`src/verilog/spi_fault_pkg.sv`:
```
// Purpose: Shared constants and carrier types for the serial port start, error and request logic.
// Assumes: Byte-wide frames, one bus clock at 250 MHz.
// Notes: Divider table gives half-bit lengths in bus cycles, minus one.
package spi_fault_pkg;
    localparam int DATA_W = 8;
    localparam int TX_FIFO_DEPTH = 4;
    localparam int DIV_W = 6;
    localparam int CNT_W = 4;
    localparam logic [CNT_W-1:0] LAST_HALF = 4'hf;
    localparam logic [CNT_W-1:0] LAST_CAPTURE = 4'h7;
    localparam logic [CNT_W-1:0] ALL_CAPTURED = 4'h8;
    localparam logic [CNT_W-1:0] FIRST_STEP = 4'h0;
    localparam int PIN_SCLK = 0;
    localparam int PIN_SEL = 1;
    localparam int PIN_MOSI = 2;
    localparam int PIN_MISO = 3;
    localparam int PIN_N = 4;
    localparam logic [1:0] RATE_DIV2 = 2'h0;
    localparam logic [1:0] RATE_DIV8 = 2'h1;
    localparam logic [1:0] RATE_DIV32 = 2'h2;
    localparam logic [DIV_W-1:0] HALF_DIV2 = 6'h00;
    localparam logic [DIV_W-1:0] HALF_DIV8 = 6'h03;
    localparam logic [DIV_W-1:0] HALF_DIV32 = 6'h0f;
    localparam logic [DIV_W-1:0] HALF_DIV128 = 6'h3f;

    typedef struct packed {
        logic moduleEnable;
        logic masterSelect;
        logic clockPolarity;
        logic clockPhase;
        logic txIrqEnable;
        logic rxIrqEnable;
    } control_type;

    typedef struct packed {
        logic selectFaultEnable;
        logic errorIrqEnable;
        logic [1:0] bitRateSelect;
    } status_ctl_type;

    localparam control_type CONTROL_RESET = '0;
    localparam status_ctl_type STATUS_CTL_RESET = '0;

    typedef struct packed {
        logic txEmptyFlag;
        logic rxFullFlag;
        logic overrunFlag;
        logic selectFaultFlag;
    } flags_type;

    typedef enum logic [1:0] {IDLE, MASTER_RUN, SLAVE_RUN} xfer_state_type;

    function automatic logic [DIV_W-1:0] halfDivMax(input logic [1:0] sel);
        case (sel)
            RATE_DIV2: halfDivMax = HALF_DIV2;
            RATE_DIV8: halfDivMax = HALF_DIV8;
            RATE_DIV32: halfDivMax = HALF_DIV32;
            default: halfDivMax = HALF_DIV128;
        endcase
    endfunction
endpackage

```
`src/verilog/spi_start_error_irq_logic.sv`:
```
// Purpose: Serial port transfer start, overrun and select-fault detection, request outputs.
// Assumes: CPU strobes are one-cycle pulses on core_clk; pins are asynchronous.
// Notes: Pin inputs pass three flops, so slave clocks must stay well below core_clk / 8.
// Operation
// - In master mode a data write starts a transfer; phase does not alter delay.
// - Phase zero keeps serial clock idle for the first half bit.
// - Phase one opens the first bit with an idle-to-active clock edge.
// - Bit-rate divider runs only with module enable and master select both set.
// - Start delay after a master write is at most one bit time.
// - Master clock edges are registered on the rising edge of the bus clock.
// - Overrun sets if receive data is unread at first capture of next transfer.
// - During overrun new bytes are dropped; the old byte stays readable.
// - Overrun clears by status read followed by data read.
// - One error enable passes both overrun and select fault to the shared request.
// - Select fault sets only while its enable is set; clearing enable keeps it.
// - Master drives clock and MOSI, reads MISO; slave reverses.
// - Master sees select low: fault, disable, transmit empty, counter clear, pins released.
// - Slave select rising during a transfer sets the select fault.
// - Phase zero select then deselect faults without clocks; phase one does not.
// - A slave fault keeps enable and master select; only raises the error request.
// - Deselected slave floats MISO and ignores serial clock edges.
// - Select fault clears by flagged status read then control write, with no fault.
// - Transmit request is empty flag and transmit enable and module enable.
// - Receive request is full flag and receive enable and module enable.
// - Receive full sets per byte received; transmit empty is set while the transmit queue has a free slot.
// - Receive full, overrun and select fault share one request output.
// - Receive full clears by flagged status read followed by data read.
// - Module enable low aborts, clears shifter and counter, sets transmit empty.
`timescale 1ns/1ps
`default_nettype none

module spi_tx_fifo #(
    parameter int WIDTH = 8,
    parameter int DEPTH = 4
) (
    input wire logic clk,
    input wire logic rstN,
    input wire logic flush,
    input wire logic inValid,
    input wire logic [WIDTH-1:0] inData,
    output logic inReady,
    output logic outValid,
    output logic [WIDTH-1:0] outData,
    input wire logic outReady
);
    localparam int PTR_W = (DEPTH > 1) ? $clog2(DEPTH) : 1;
    localparam logic [PTR_W:0] FULL_COUNT = (PTR_W+1)'(DEPTH);
    localparam logic [PTR_W-1:0] LAST_SLOT = PTR_W'(DEPTH - 1);
    logic [WIDTH-1:0] mem [DEPTH];
    logic [PTR_W-1:0] wrPtr_q, rdPtr_q;
    logic [PTR_W:0] count_q;
    logic push, pop;

    function automatic logic [PTR_W-1:0] nextPtr(input logic [PTR_W-1:0] p);
        nextPtr = (p == LAST_SLOT) ? '0 : p + 1'b1;
    endfunction

    assign inReady = (count_q != FULL_COUNT);
    assign outValid = (count_q != '0);
    assign outData = mem[rdPtr_q];
    assign push = inValid && inReady && !flush;
    assign pop = outValid && outReady && !flush;

    always_ff @(posedge clk) begin
        if (push) begin
            mem[wrPtr_q] <= inData;
        end
    end

    always_ff @(posedge clk or negedge rstN) begin
        if (!rstN) begin
            wrPtr_q <= '0;
            rdPtr_q <= '0;
            count_q <= '0;
        end else if (flush) begin
            wrPtr_q <= '0;
            rdPtr_q <= '0;
            count_q <= '0;
        end else begin
            if (push) begin
                wrPtr_q <= nextPtr(wrPtr_q);
            end
            if (pop) begin
                rdPtr_q <= nextPtr(rdPtr_q);
            end
            count_q <= count_q + (PTR_W+1)'(push) - (PTR_W+1)'(pop);
        end
    end
endmodule

module spi_start_error_irq_logic #(
    parameter int FIFO_DEPTH = spi_fault_pkg::TX_FIFO_DEPTH
) (
    input wire logic core_clk,
    input wire logic rst_n,
    input wire logic controlWrite,
    input wire spi_fault_pkg::control_type controlIn,
    input wire logic statusCtlWrite,
    input wire spi_fault_pkg::status_ctl_type statusCtlIn,
    input wire logic statusRead,
    input wire logic dataWrite,
    input wire logic [spi_fault_pkg::DATA_W-1:0] dataIn,
    input wire logic dataRead,
    output spi_fault_pkg::control_type controlOut,
    output spi_fault_pkg::flags_type flagsOut,
    output logic [spi_fault_pkg::DATA_W-1:0] rxData,
    output logic txIrq,
    output logic rxErrorIrq,
    input wire logic sclkIn,
    output logic sclkOut,
    output logic sclkEnN,
    input wire logic mosiIn,
    output logic mosiOut,
    output logic mosiEnN,
    input wire logic misoIn,
    output logic misoOut,
    output logic misoEnN,
    input wire logic selectN
);
    localparam int W = spi_fault_pkg::DATA_W;
    logic [1:0] rstPipe_q;
    logic rstN;
    logic [spi_fault_pkg::PIN_N-1:0] pinS1_q, pinS2_q, pinS3_q, pinSt_q, pinSt_d;
    spi_fault_pkg::control_type ctl_q;
    spi_fault_pkg::status_ctl_type sc_q;
    spi_fault_pkg::xfer_state_type state_q;
    logic [spi_fault_pkg::DIV_W-1:0] divCnt_q;
    logic bitPhase_q, halfTick, rateOn;
    logic [spi_fault_pkg::CNT_W-1:0] halfCnt_q, capCnt_q;
    logic [W-1:0] shift_q, rxData_q, doneByte, fifoData;
    logic rxFull_q, overrun_q, fault_q, armRx_q, armOvr_q, armFault_q;
    logic fifoValid, fifoInReady, fifoPop, txEmpty_q;
    logic outBit_q, sclkOut_q, sclkEnN_q, mosiEnN_q, misoEnN_q, txIrq_q, rxErrIrq_q;
    logic en, master, clock_phase, cpol, sclkChg, leading, trailing, selLow, selFall, selRise;
    logic slaveOn, capEv, drvEv, startEv, doneEv, firstCap, capIn;
    logic masterFault, slaveFault, quiesce, ovrSet;

    always_ff @(posedge core_clk or negedge rst_n) begin
        if (!rst_n) begin
            rstPipe_q <= 2'h0;
        end else begin
            rstPipe_q <= {rstPipe_q[0], 1'b1};
        end
    end
    assign rstN = rstPipe_q[1];

    // A pin change counts once the second and third stages agree
    always_comb begin
        pinSt_d = (pinS2_q & pinS3_q) | (pinSt_q & (pinS2_q ^ pinS3_q));
    end

    always_ff @(posedge core_clk or negedge rstN) begin
        if (!rstN) begin
            pinS1_q <= 4'h2;
            pinS2_q <= 4'h2;
            pinS3_q <= 4'h2;
            pinSt_q <= 4'h2;
        end else begin
            pinS1_q <= {misoIn, mosiIn, selectN, sclkIn};
            pinS2_q <= pinS1_q;
            pinS3_q <= pinS2_q;
            pinSt_q <= pinSt_d;
        end
    end

    always_comb begin
        en = ctl_q.moduleEnable;
        master = ctl_q.masterSelect;
        clock_phase = ctl_q.clockPhase;
        cpol = ctl_q.clockPolarity;
        sclkChg = pinSt_d[spi_fault_pkg::PIN_SCLK] != pinSt_q[spi_fault_pkg::PIN_SCLK];
        leading = sclkChg && (pinSt_d[spi_fault_pkg::PIN_SCLK] != cpol);
        trailing = sclkChg && (pinSt_d[spi_fault_pkg::PIN_SCLK] == cpol);
        selLow = !pinSt_d[spi_fault_pkg::PIN_SEL];
        selFall = pinSt_q[spi_fault_pkg::PIN_SEL] && selLow;
        selRise = !pinSt_q[spi_fault_pkg::PIN_SEL] && !selLow;
        rateOn = en && master;
        halfTick = rateOn && (divCnt_q == spi_fault_pkg::halfDivMax(sc_q.bitRateSelect));
        slaveOn = en && !master && selLow;
        capIn = master ? pinSt_d[spi_fault_pkg::PIN_MISO] : pinSt_d[spi_fault_pkg::PIN_MOSI];
        masterFault = rateOn && sc_q.selectFaultEnable && selLow;
        // Phase zero counts select low as a transfer already running
        slaveFault = en && !master && sc_q.selectFaultEnable && selRise && (state_q == spi_fault_pkg::SLAVE_RUN);
        quiesce = !en || masterFault;
        startEv = 1'b0;
        capEv = 1'b0;
        drvEv = 1'b0;
        doneEv = 1'b0;
        firstCap = 1'b0;
        doneByte = shift_q;
        case (state_q)
            spi_fault_pkg::IDLE: begin
                if (master) begin
                    // Only on a whole-bit boundary: delay is at most one bit time
                    startEv = halfTick && bitPhase_q && fifoValid;
                end else begin
                    startEv = slaveOn && (clock_phase ? leading : selFall);
                end
            end
            spi_fault_pkg::MASTER_RUN: begin
                capEv = halfTick && !halfCnt_q[0];
                drvEv = halfTick && halfCnt_q[0] && (halfCnt_q != spi_fault_pkg::LAST_HALF);
                doneEv = halfTick && (halfCnt_q == spi_fault_pkg::LAST_HALF);
                firstCap = capEv && (halfCnt_q == spi_fault_pkg::FIRST_STEP);
            end
            spi_fault_pkg::SLAVE_RUN: begin
                capEv = slaveOn && (clock_phase ? trailing : leading);
                drvEv = slaveOn && (clock_phase ? leading : trailing) && (capCnt_q != spi_fault_pkg::ALL_CAPTURED);
                doneEv = slaveOn && (clock_phase ? (trailing && capCnt_q == spi_fault_pkg::LAST_CAPTURE)
                                          : (trailing && capCnt_q == spi_fault_pkg::ALL_CAPTURED));
                firstCap = capEv && (capCnt_q == spi_fault_pkg::FIRST_STEP);
                if (clock_phase) begin
                    doneByte = {shift_q[W-2:0], capIn};
                end
            end
            default: begin
                startEv = 1'b0;
            end
        endcase
        fifoPop = startEv && fifoValid && !quiesce;
        ovrSet = firstCap && rxFull_q;
    end

    spi_tx_fifo #(.WIDTH(W), .DEPTH(FIFO_DEPTH)) txFifo (
        .clk(core_clk),
        .rstN(rstN),
        .flush(quiesce),
        .inValid(dataWrite),
        .inData(dataIn),
        .inReady(fifoInReady),
        .outValid(fifoValid),
        .outData(fifoData),
        .outReady(fifoPop)
    );

    always_ff @(posedge core_clk or negedge rstN) begin
        if (!rstN) begin
            ctl_q <= spi_fault_pkg::CONTROL_RESET;
            sc_q <= spi_fault_pkg::STATUS_CTL_RESET;
        end else begin
            if (controlWrite) begin
                ctl_q <= controlIn;
            end
            // Hardware disable wins over a write in the same cycle
            if (masterFault) begin
                ctl_q.moduleEnable <= 1'b0;
            end
            if (statusCtlWrite) begin
                sc_q <= statusCtlIn;
            end
        end
    end

    always_ff @(posedge core_clk or negedge rstN) begin
        if (!rstN) begin
            divCnt_q <= '0;
            bitPhase_q <= 1'b0;
        end else if (!rateOn) begin
            divCnt_q <= '0;
            bitPhase_q <= 1'b0;
        end else if (halfTick) begin
            divCnt_q <= '0;
            bitPhase_q <= !bitPhase_q;
        end else begin
            divCnt_q <= divCnt_q + 1'b1;
        end
    end

    always_ff @(posedge core_clk or negedge rstN) begin
        if (!rstN) begin
            state_q <= spi_fault_pkg::IDLE;
            halfCnt_q <= '0;
            capCnt_q <= '0;
        end else if (quiesce || slaveFault || (state_q == spi_fault_pkg::SLAVE_RUN && !selLow)) begin
            state_q <= spi_fault_pkg::IDLE;
            halfCnt_q <= '0;
            capCnt_q <= '0;
        end else if (startEv) begin
            state_q <= master ? spi_fault_pkg::MASTER_RUN : spi_fault_pkg::SLAVE_RUN;
            halfCnt_q <= '0;
            capCnt_q <= '0;
        end else if (doneEv) begin
            state_q <= spi_fault_pkg::IDLE;
            halfCnt_q <= '0;
            capCnt_q <= '0;
        end else begin
            if (halfTick && state_q == spi_fault_pkg::MASTER_RUN) begin
                halfCnt_q <= halfCnt_q + 1'b1;
            end
            if (capEv && state_q == spi_fault_pkg::SLAVE_RUN) begin
                capCnt_q <= capCnt_q + 1'b1;
            end
        end
    end

    // Captures shift in at once, so the top bit is always the next one to send
    always_ff @(posedge core_clk or negedge rstN) begin
        if (!rstN) begin
            shift_q <= '0;
            outBit_q <= 1'b0;
        end else if (quiesce) begin
            shift_q <= '0;
            outBit_q <= 1'b0;
        end else if (startEv) begin
            // With nothing queued the last byte received into the shifter goes out
            shift_q <= fifoValid ? fifoData : shift_q;
            outBit_q <= fifoValid ? fifoData[W-1] : shift_q[W-1];
        end else begin
            if (capEv) begin
                shift_q <= {shift_q[W-2:0], capIn};
            end
            if (drvEv) begin
                outBit_q <= shift_q[W-1];
            end
        end
    end

    always_ff @(posedge core_clk or negedge rstN) begin
        if (!rstN) begin
            sclkOut_q <= 1'b0;
        end else if (quiesce || state_q != spi_fault_pkg::MASTER_RUN) begin
            sclkOut_q <= startEv && master && !quiesce ? (cpol ^ clock_phase) : cpol;
        end else if (halfTick) begin
            // Edges are registered on the tick and launch at the bus-clock rising edge
            sclkOut_q <= doneEv ? cpol : !sclkOut_q;
        end
    end

    always_ff @(posedge core_clk or negedge rstN) begin
        if (!rstN) begin
            sclkEnN_q <= 1'b1;
            mosiEnN_q <= 1'b1;
            misoEnN_q <= 1'b1;
        end else begin
            sclkEnN_q <= !(rateOn && !masterFault);
            mosiEnN_q <= !(rateOn && !masterFault);
            misoEnN_q <= !slaveOn;
        end
    end

    always_ff @(posedge core_clk or negedge rstN) begin
        if (!rstN) begin
            rxData_q <= '0;
            rxFull_q <= 1'b0;
            armRx_q <= 1'b0;
        end else begin
            if (doneEv && !overrun_q && !ovrSet) begin
                rxData_q <= doneByte;
            end
            armRx_q <= dataRead ? 1'b0 : (armRx_q || (statusRead && rxFull_q));
            // A byte landing in the clearing cycle keeps the flag set
            rxFull_q <= (doneEv && !overrun_q && !ovrSet) || (rxFull_q && !(dataRead && armRx_q));
        end
    end

    always_ff @(posedge core_clk or negedge rstN) begin
        if (!rstN) begin
            overrun_q <= 1'b0;
            armOvr_q <= 1'b0;
        end else begin
            armOvr_q <= dataRead ? 1'b0 : (armOvr_q || (statusRead && overrun_q));
            overrun_q <= ovrSet || (overrun_q && !(dataRead && armOvr_q));
        end
    end

    always_ff @(posedge core_clk or negedge rstN) begin
        if (!rstN) begin
            fault_q <= 1'b0;
            armFault_q <= 1'b0;
        end else begin
            if (controlWrite || masterFault || slaveFault) begin
                armFault_q <= 1'b0;
            end else if (statusRead && fault_q) begin
                armFault_q <= 1'b1;
            end
            fault_q <= masterFault || slaveFault
                || (fault_q && !(controlWrite && armFault_q));
        end
    end

    always_ff @(posedge core_clk or negedge rstN) begin
        if (!rstN) begin
            txEmpty_q <= 1'b1;
            txIrq_q <= 1'b0;
            rxErrIrq_q <= 1'b0;
        end else begin
            txEmpty_q <= fifoInReady || quiesce;
            txIrq_q <= txEmpty_q && ctl_q.txIrqEnable && en;
            rxErrIrq_q <= (rxFull_q && ctl_q.rxIrqEnable && en)
                || (sc_q.errorIrqEnable && (overrun_q || fault_q));
        end
    end

    assign controlOut = ctl_q;
    assign flagsOut = '{txEmptyFlag: txEmpty_q, rxFullFlag: rxFull_q,
                        overrunFlag: overrun_q, selectFaultFlag: fault_q};
    assign rxData = rxData_q;
    assign txIrq = txIrq_q;
    assign rxErrorIrq = rxErrIrq_q;
    assign sclkOut = sclkOut_q;
    assign sclkEnN = sclkEnN_q;
    assign mosiOut = outBit_q;
    assign mosiEnN = mosiEnN_q;
    assign misoOut = outBit_q;
    assign misoEnN = misoEnN_q;
endmodule

`default_nettype wire

```
`config.mk`:
```
export PLATFORM = sky130hd
export DESIGN_NAME = spi_start_error_irq_logic
export DESIGN_NICKNAME = d
export VERILOG_FILES = /design/src/verilog/spi_fault_pkg.sv /design/src/verilog/spi_start_error_irq_logic.sv
export SDC_FILE = /design/constraint.sdc
export NUM_CORES = 1
export LEC_CHECK = 0
export BUFFER_PORTS_ARGS = -buffer_cell sky130_fd_sc_hd__buf_2
export CORE_UTILIZATION = 46
export DETAILED_ROUTE_END_ITERATION = 8
export HOLD_SLACK_MARGIN = 0.1
export PLACE_DENSITY = 0.71
export SYNTH_ARGS = -nofsm -noshare
export SYNTH_HDL_FRONTEND = slang
export SYNTH_SLANG_ARGS = --single-unit
```
`constraint.sdc`:
```
create_clock -name core_clk -period 2.9 [get_ports core_clk]
set_clock_uncertainty 0.2 [all_clocks]
set_input_delay 0.29 -clock core_clk [delete_from_list [all_inputs] [get_ports core_clk]]
set_output_delay 0.29 -clock core_clk [all_outputs]
set_load 0.03 [all_outputs]
```
==> flow_summary.ini, run 1 <==
[worst_hold_path]
min_path_cells = 0
worstHoldEndpoint = rstPipe_q[1]
min_path_type = reg2reg
hp-start = rstPipe_q[0]

[power_and_ir_drop]
fin_total_pwr_mw = 4.43
powerDensity_mw_per_mm2 = 650
p_leak_nw = 2.96
vdd_drop_max_mv = 0.725

[detailed_routing]
drt_iter0_drc = 226
routedWlPerCell_um = 16.2
met1Wirelength_um = 4790
drtAntennaViolNets = 0
topRoutingLayerUsed = met4
drc = 0
vias = 3629
routed_wl_um = 11100
wl_met2_um = 5540
vias_per_cell = 5.28
met3_length_um = 582
dr.pass1.iters = 4

[grt]
grt_pass1_wl_um = 17800
grt_pass1_vias = 3662
grtUsageTotal_pct = 20.7
antenna_found_initial = 1
grt_max_degree = 80
overflow = 0

[sta]
whs_ns = 0.149
slew-limit-headroom_pct = 34.3
clock.fmax_mhz = 338
setup_violations = 1
setup_ws_ns = -0.0615
finalMaxSlewViolations = 0
fin_crit_sh_pct = 102
tightest_slew_ns = 0.985
rsz0062_at_grt = yes
fin_tns_setup_ns = -0.0615
fin_crit_ns = 2.96
hold_viol_final = 0

[clock_network]
cts_root_buf = clkbuf_16
cts-htree-levels = 4
clk_pin_slew_ns = 0.06
clockBufferDepth = 2
cts_tree = done
clock_latency_ns = 0.42
clock-sinks = 113
cts_buffers = 17

[worst_setup_path]
reg2regPathDepth = 14
critical-path-max-stage-delay_ns = 0.40
worstPathArrival_ns = 3.07
crit_slowest_cell = dfrtp_1
critPathMaxFanout = 4
cp_cell_sequence = ha_4 > nor3b_4 > a311o_1 > a31o_4 > o2111ai_4 > inv_1 > ha_1 > inv_1 > ha_1 > inv_1 > fa_2 > xor2_2 > xnor2_1 > nor2_1
cp-start-kind = flip-flop
critPathKind = reg2reg
required_ns = 3.01
r2r_setup_slack_ns = -0.06
end_kind = flip-flop
r2r_end = txFifo.count_q[2]
cp_common_cell = inv_1
timing.rr.start = pinS2_q[0]

[logic_synthesis]
ys_types = 64
syn_area_sq_mm = 0.00522
synth_top_area_share_pct = 35.5
synth_edf_count = 32
synth_area_leaders = dfrtp_1 (35%), edfxtp_1 (18%), ha_1 (4.6%)
yosys_warnings = 0
syn_avg_cell_area_sq_um = 12.4
yosysSeqAreaShare_pct = 57.4
synth_most_common_cell = dfrtp_1
synth_common_cells = dfrtp_1 (74), edfxtp_1 (32), nand2_1 (30), nor2_1 (30)
syn_inst = 420
synth_ff_type = dfrtp_1
syn_nets = 469
ys_ff_latch = 113
synth_top_cell_by_area = dfrtp_1
async_flop_share_pct = 71.7

[finish]
fin_nets = 583
fill_cells = 840
regArea_sq_mm = 0.00300
syn2layout_area_growth_pct = 30.4
n_antenna_cell = 0
drive_above_1_share_pct = 28.9
multi_input_area_sq_mm = 0.00213

[die]
die-area_sq_mm = 0.0118
fp.dieH_um = 109
rows = 38
num_io_pins = 55
die_w_um = 109
core_sq_mm = 0.0109
start_util_pct = 47.7

[flow_run]
max_cap_violations = 0

[run_status]
violations = negative setup slack
outcome = finished with violations

[placement]
hpwlAfterDp_um = 7530
io_buffer_count = 54
place_congestion = 0.927
-- area by class of cell --
cell class | count | share of cell area, %
Clock buffer | 18 | 6.31
Clock inverter | 14 | 2.33
Inverter | 19 | 1.05
Multi-Input combinational cell | 266 | 31.3
Sequential cell | 113 | 44.1
Tap cell | 140 | 2.57
Timing Repair Buffer | 117 | 12.4
-- critical path, delay by kind of cell (launching register included) --
family	cells	cell delay, ns
flip-flops	1	0.40
AND/OR/NAND/NOR	2	0.10
XOR/XNOR	2	0.32
adder cells (fa/ha/maj)	4	1.05
buffers and inverters	3	0.18
AO/OA/AOI/OAI	3	0.61
-- per-layer routing --
metal / vias up / global-route usage (%)
met2: 101 / 33.8
li1: 1746 / -
met5: - / 0
met3: 16 / 6.63
met1: 1766 / 25.1
met4: 0 / 9.27
-- state kept, by name, indices dropped and copies added, names as in the netlist, 2 cells and up --
signal,flops
divCnt_q,6
shift_q,8
rxData,8
txFifo.mem,32
txFifo.rdPtr_q,2
halfCnt_q,4
sc_q,4
capCnt_q,4
txFifo.wrPtr_q,2
pinSt_q,4
pinS1_q,4
controlOut,2
state_q,2
txFifo.count_q,3
pinS2_q,4
pinS3_q,4
rstPipe_q,2
-- kinds of logic after synthesis --
logic type	share of synthesized area (%)
fa+ha+maj	4.94
compound gates	10.1
mux	8.89
simple gates	13.0
xor+xnor	1.85
other cells	0.0718
buf+inv	3.79
flops	57.4
-- what timing repair did --
action / 4_1_cts / 5_1_grt
hold endpoints to repair: 56 / 0
buffers inserted: 0 / 1
setup endpoints to repair: 1 / 2
hold buffers: 39 / 0
pin swaps: 2 / 2
resized for setup: 2 / 8
cloned: 0 / 0
-- worst max path at each step --
stage	slack, ns	from	endpoint
after floorplan	-0.04	pinS3_q[0]	txFifo.count_q[2]
after global placement	-0.01	pinS2_q[0]	txFifo.count_q[2]
after detailed placement	-0.12	pinS2_q[0]	txFifo.count_q[2]
after CTS	-0.05	pinS2_q[0]	txFifo.count_q[2]
after global routing	-0.18	pinS3_q[0]	txFifo.count_q[2]
final	-0.06	pinS2_q[0]	txFifo.count_q[2]
-- stage by stage --
step | area, sq um | worst slack (ns) | utilization (%) | cells
after floorplan | 5270 | -0.0427 | - | 420
after global placement | 5760 | -0.00993 | 52.7 | 615
after detailed placement | 5760 | -0.122 | 52.7 | 615
after CTS | 6750 | -0.0515 | 61.7 | 686
after global routing | 6810 | -0.179 | 62.2 | 687
final | 6810 | -0.0615 | 62.2 | 687
-- layout by cell type, fill, tap and decap left out, types with 3 or more instances in the layout --
master and instances:
a21o_1 5, a21oi_1 14, a221o_1 8, and2_1 6
and3_1 4, buf_2 54, buf_4 24, clkbuf_16 17
clkinv_4 5, clkinvlp_4 5, dfrtp_1 73, dfstp_2 7
dlygate4sd3_1 39, edfxtp_1 32, ha_1 17, inv_1 18
mux2_2 11, mux2i_1 16, mux4_2 8, nand2_1 29
nand3_1 13, nand4_1 5, nor2_1 30, nor2b_1 12
nor3_1 10, nor4bb_1 3, o211ai_1 3, o21ai_0 9
o21ai_1 6, xnor2_1 4, xor2_1 6
-- power breakdown --
group / total, mW / internal (mW) / switching [mW]
Sequential: 1.84 / 1.74 / 0.104
Combinational: 0.544 / 0.245 / 0.299
Clock: 2.04 / 1.27 / 0.770
No activity file was read; power rests on OpenSTA's default activity.
==> run 2: changes to the inputs <==
--- a/config.mk
+++ b/config.mk
@@ -6,10 +6,10 @@
 export NUM_CORES = 1
 export LEC_CHECK = 0
 export BUFFER_PORTS_ARGS = -buffer_cell sky130_fd_sc_hd__buf_2
-export CORE_UTILIZATION = 46
+export CORE_UTILIZATION = 53
 export DETAILED_ROUTE_END_ITERATION = 8
 export HOLD_SLACK_MARGIN = 0.1
-export PLACE_DENSITY = 0.71
+export PLACE_DENSITY = 0.79
 export SYNTH_ARGS = -nofsm -noshare
 export SYNTH_HDL_FRONTEND = slang
 export SYNTH_SLANG_ARGS = --single-unit
==> run 2 against run 1 <==
  * The flow still finishes with violations (negative setup slack)
  * Final cell count decreased by 1.5%
  * Non-clock buffer count up 1
  * Die area down 13%
  * Combinational power rose by 3%
  * Sequential share of layout area is 0.25 points higher
  * Count of clock-buffer cells in the layout fell by 1
  * Maximum frequency decreased by 2.2%
  * Via count up 2.6%
  * Sequential power about the same
  * Routed wire length rose by 3.8%
  * Utilization is 10 points higher
  * Critical endpoint unchanged
==> flow_summary.ini, run 2 (same netlist as run 1, synthesis figures left out) <==
[detailed_routing]
vias_per_cell = 5.50
drtAntennaViolNets = 0
routed_wl_um = 11500
drc = 0
drt_iter0_drc = 188
routedWlPerCell_um = 17.1
vias = 3724
dr.pass1.iters = 4

[finish]
final_common_cell = dfrtp_1
largest_register = txFifo.mem
n_antenna_cell = 0
syn2layout_area_growth_pct = 29.6
multi_input_area_sq_mm = 0.00212
largest_reg_flops = 32
final_cell_mix = dfrtp_1 (73), buf_2 (54), dlygate4sd3_1 (39), edfxtp_1 (32), nand2_1 (30)
regArea_sq_mm = 0.00300
fill_cells = 645
post-route-util_pct = 72.2
drive_above_1_share_pct = 29.6
fin_nets = 584

[grt]
grt_pass1_vias = 3800
grtUsageTotal_pct = 24.4
grt_pass1_wl_um = 18700
overflow = 0
antenna_found_initial = 0
grt_max_degree = 80

[worst_setup_path]
r2r_end = txFifo.count_q[2]
reg2regPathDepth = 14
worstPathArrival_ns = 3.22
crit_path_start = pinS2_q[0]
timing.rr.start = pinS2_q[0]
critPathKind = reg2reg
critical-path-top-delay-family = adder cells
required_ns = 3.09
cp_cell_sequence = ha_4 > nor4bb_1 > a311o_1 > a31o_4 > o2111ai_4 > inv_2 > ha_4 > inv_2 > ha_4 > inv_2 > fa_2 > xor2_2 > xnor2_1 > nor2_1
cp_num_cells = 14
r2r_setup_slack_ns = -0.13
critical-path-max-stage-delay_ns = 0.42
cp-start-kind = flip-flop
end_kind = flip-flop
critPathMaxFanout = 4
crit_buf_inv = 3
crit_slowest_cell = dfrtp_1

[sta]
slew-limit-headroom_pct = 33.3
rsz0062_at_grt = yes
setup_violations = 1
fin_crit_sh_pct = 104
whs_ns = 0.156
setup_ws_ns = -0.130
finalMaxSlewViolations = 0
clock.fmax_mhz = 330
hold_viol_final = 0
tightest_slew_ns = 1.00
fin_crit_ns = 3.03

[die]
fp.dieH_um = 101
start_util_pct = 55.7
num_io_pins = 55
rows = 35
die_w_um = 101
die-area_sq_mm = 0.0103
core_sq_mm = 0.00937

[flow_run]
max_cap_violations = 0

[worst_hold_path]
min_path_type = reg2reg
worstHoldEndpoint = pinS2_q[3]
hp-start = pinS1_q[3]
min_path_cells = 0

[clock_network]
clock_latency_ns = 0.52
cts_buffers = 17
clockBufferDepth = 2
cts-htree-levels = 4
clock-sinks = 113
clk_pin_slew_ns = 0.06
cts_root_buf = clkbuf_8
cts_tree = done

[run_status]
outcome = finished with violations
violations = negative setup slack

[placement]
place_congestion = 0.958
hpwlAfterDp_um = 7330
io_buffer_count = 54

[power_and_ir_drop]
powerDensity_mw_per_mm2 = 647
p_leak_nw = 2.96
vdd_drop_max_mv = 0.403
fin_total_pwr_mw = 4.38
run 2: cell count changes in the layout (fill, tap and decap cells not counted), sizes merged:
cell      before  now
inv           21   28
clkinv         5    2
clkinvlp       5    3
buf           78   79
bufinv         2    1
clkbuf        18   17
run 2: worst reg2reg max path, stage by stage, from the launching register on:
cell	delay (ns)
dfrtp_1	0.42
ha_4	0.20
nor4bb_1	0.13
a311o_1	0.38
a31o_4	0.25
o2111ai_4	0.07
inv_2	0.07
ha_4	0.21
inv_2	0.06
ha_4	0.12
inv_2	0.04
fa_2	0.39
xor2_2	0.16
xnor2_1	0.16
nor2_1	0.06
run 2: per-layer routing:
layer | track usage [%] | vias up | wire length, um
li1 | - | 1746 | -
met1 | 30.5 | 1857 | 4990
met2 | 41.1 | 103 | 5920
met3 | 5.94 | 18 | 438
met4 | 9.70 | 0 | 195
met5 | 0 | - | 0
run 2: what timing repair did:
item / CTS / global route
hold buffers: 39 / 0
gates resized for setup: 3 / 8
gates cloned: 0 / 0
buffers inserted: 2 / 2
setup endpoints to repair: 2 / 2
pin swaps: 4 / 8
hold endpoints to repair: 56 / 0
run 2: power breakdown:
group | internal (mW) | total (mW) | switching [mW]
clock | 1.16 | 1.98 | 0.814
sequential | 1.74 | 1.84 | 0.104
combinational | 0.252 | 0.563 | 0.311
run 2: final cells by class:
cell class	count	share of cell area, %
clock buffers	17	6.12
well taps	129	2.38
flip-flops and latches	113	44.3
inverters	19	1.05
repair buffers	118	12.5
clock inverters	15	2.18
multi-input cells	266	31.4
run 2: worst max-delay path by stage:
stage	slack, ns	to
after floorplan	-0.04	txFifo.count_q[2]
after global routing	-0.22	txFifo.count_q[2]
final	-0.13	txFifo.count_q[2]
after CTS	-0.12	txFifo.count_q[2]
after detailed placement	-0.21	txFifo.count_q[2]
after global placement	-0.05	txFifo.count_q[2]
run 2: per-stage QoR:
| step | TNS, ns | instance area [sq um] | worst slack [ns] | instances |
|---|---|---|---|---|
| after floorplan | -0.0427 | 5270 | -0.0427 | 420 |
| after global placement | -0.0535 | 5730 | -0.0535 | 602 |
| after detailed placement | -0.281 | 5730 | -0.212 | 602 |
| after CTS | -0.119 | 6720 | -0.119 | 675 |
| after global routing | -0.241 | 6770 | -0.222 | 677 |
| final | -0.130 | 6770 | -0.130 | 677 |
==> run 3: changes to the inputs <==
--- a/config.mk
+++ b/config.mk
@@ -12,4 +12,5 @@
 export PLACE_DENSITY = 0.79
 export SYNTH_ARGS = -nofsm -noshare
 export SYNTH_HDL_FRONTEND = slang
+export SYNTH_HIERARCHICAL = 1
 export SYNTH_SLANG_ARGS = --single-unit
==> run 3 against run 2 <==
  * The run still ends with negative setup slack left
  * Routed wire length rose by 6.0%
  * Final cell count rose by 3.8%
  * Utilization fell by 0.72 points
  * Design area rose by 3.7%
  * Power rose by 0.87%
  * Flip-flop and latch count did not move
  * Sequential share of layout area fell by 1.6 points
==> flow_summary.ini, run 3 <==
[worst_setup_path]
cp_cell_sequence = ha_4 > a21oi_4 > inv_2 > or3_4 > nor2_4 > a21oi_4 > nand3b_4 > inv_2 > o31ai_2 > nor2_1 > ha_1 > inv_1 > ha_1 > inv_1 > fa_2 > xor2_2 > and2_4 > nor3_4
crit_buf_inv = 4
critical-path-top-delay-family = simple AND/OR/NAND/NOR gates
critPathMaxFanout = 2
cp-start-kind = flip-flop
r2r_setup_slack_ns = -0.59
critical-path-max-stage-delay_ns = 0.56
crit_slowest_cell = dfstp_2
crit_path_start = pinS2_q[1]
timing.rr.start = pinS2_q[1]
required_ns = 3.14
end_kind = flip-flop
worstPathArrival_ns = 3.73
critPathKind = reg2reg

[logic_synthesis]
synth_simple_gate_area_share_pct = 12.7
ys_types = 79
synthAdderAreaFrac_pct = 4.77
synth_area_leaders = dfrtp_1 (34%), edfxtp_1 (18%), ha_1 (4.4%)
synthMuxAreaShare_pct = 8.48
syn_nets = 476
synth_xor_area_share_pct = 1.92
synth_top_cell_by_area = dfrtp_1
yosys_warnings = 6
synth_most_common_cell = dfrtp_1
syn_inst = 427
synth_top_family_by_area = simple AND/OR/NAND/NOR gates
async_flop_share_pct = 71.7
synth_edf_count = 32
syn_avg_cell_area_sq_um = 12.6
synth_common_cells = dfrtp_1 (74), nand2_1 (38), edfxtp_1 (32)
syn_area_sq_mm = 0.00540
ys_ff_latch = 113
synth_compound_area_share_pct = 11.3
yosysSeqAreaShare_pct = 55.5
synth_ff_type = dfrtp_1
synth_top_area_share_pct = 34.3

[sta]
slew-limit-headroom_pct = 32.5
tightest_slew_ns = 1.01
setup_ws_ns = -0.591
fin_crit_ns = 3.49
hold_viol_final = 0
fin_tns_setup_ns = -1.00
fin_crit_sh_pct = 120
rsz0062_at_grt = yes
clock.fmax_mhz = 286
finalMaxSlewViolations = 0
setup_violations = 3

[finish]
final_cell_mix = dfrtp_1 (73), buf_2 (54), buf_4 (42), dlygate4sd3_1 (39), nand2_1 (38)
n_antenna_cell = 0
post-route-util_pct = 71.5
fin_nets = 607
final_common_cell = dfrtp_1
drive_above_1_share_pct = 34.7
largest_reg_flops = 32
largest_register = txFifo/mem
design_area_sq_mm = 0.00702
syn2layout_area_growth_pct = 30.0

[clock_network]
clk_pin_slew_ns = 0.06
cts_root_buf = clkbuf_8
clock-sinks = 113
clock_latency_ns = 0.51
cts_tree = done
cts_buffers = 17
clockBufferDepth = 2
cts-htree-levels = 4

[placement]
hpwlAfterDp_um = 7900
place_area_sq_mm = 0.00600
io_buffer_count = 54
place_congestion = 0.839
pre_cts_slack_ns = -0.667

[detailed_routing]
drc = 0
routedWlPerCell_um = 17.4
dr.pass1.iters = 5
routed_wl_um = 12200
drtAntennaViolNets = 0
drt_iter0_drc = 164
vias = 3882
vias_per_cell = 5.52

[die]
start_util_pct = 55.0
fp.dieH_um = 103
die-area_sq_mm = 0.0106
num_io_pins = 55
die_w_um = 103
rows = 36
core_sq_mm = 0.00982

[worst_hold_path]
min_path_type = reg2reg
hp-start = pinS1_q[3]

[grt]
grt_max_degree = 80
grtUsageTotal_pct = 25.8
overflow = 0
grt_pass1_wl_um = 19900
grt_pass1_vias = 4055
antenna_found_initial = 0

[run_status]
outcome = finished with violations
violations = negative setup slack

[power_and_ir_drop]
vdd_drop_max_mv = 0.662
p_leak_nw = 3.11
powerDensity_mw_per_mm2 = 629

[flow_run]
max_cap_violations = 0
-- run 3: area by class of cell --
class / instances / area, sq um
tap: 133 / 166
timing repair buffer: 135 / 976
inverter: 29 / 109
sequential: 113 / 3000
clock buffer: 17 / 414
clock inverter: 14 / 166
fill: 667 / 2800
multi-input combinational: 262 / 2190
-- run 3: path summary, 6_finish.rpt --
| check | endpoint | depth (start not counted) |
|---|---|---|
| setup reg to reg | txFifo/count_q[2] | 18 |
| hold reg to reg | pinS2_q[3] | 0 |
| max in group asynchronous | rxData[0] | 0 |
| setup / recovery | txFifo/count_q[2] | 18 |
| hold / removal | pinS2_q[3] | 0 |
| min in group asynchronous | master | 0 |
-- run 3: cell families after synthesis --
kind of cell             after synthesis
AND/OR/NAND/NOR                      126
AO/OA/AOI/OAI                         70
XOR/XNOR                              11
buffers and inverters                 52
flip-flops                           113
adder cells (fa/ha/maj)               20
other                                  1
multiplexers                          34
-- run 3: layer usage --
| layer | global-route usage (%) | wire length [um] | share of wire (%) | vias up |
|---|---|---|---|---|
| li1 | - | - | - | 1795 |
| met1 | 29.9 | 4910 | 40 | 1957 |
| met2 | 44.9 | 6480 | 53 | 96 |
| met3 | 6.85 | 500 | 4.1 | 34 |
| met4 | 11.7 | 343 | 2.8 | 0 |
| met5 | 0 | 0 | 0 | - |
-- run 3: through the flow --
stage / hold WS [ns] / cells / total power, mW
CTS: 0.147 / 703 / 4.43
global placement: -0.126 / 631 / 2.32
floorplan: -0.206 / 427 / 2.18
global route: 0.158 / 703 / 4.57
finish: 0.146 / 703 / 4.42
detailed placement: -0.116 / 631 / 2.34
-- run 3: report_power, final --
group | leakage [nW] | internal [mW] | switching (mW)
logic | 1.51 | 0.251 | 0.324
clock network | 0.269 | 1.30 | 0.726
registers | 1.33 | 1.73 | 0.0873
total | 3.11 | 3.28 | 1.14
-- run 3: timing repair --
item	in CTS	in global routing
hold endpoints to repair	56	0
buffers inserted	2	0
resized for setup	3	7
hold buffers	39	0
setup endpoints to repair	3	35
pin swaps	4	1
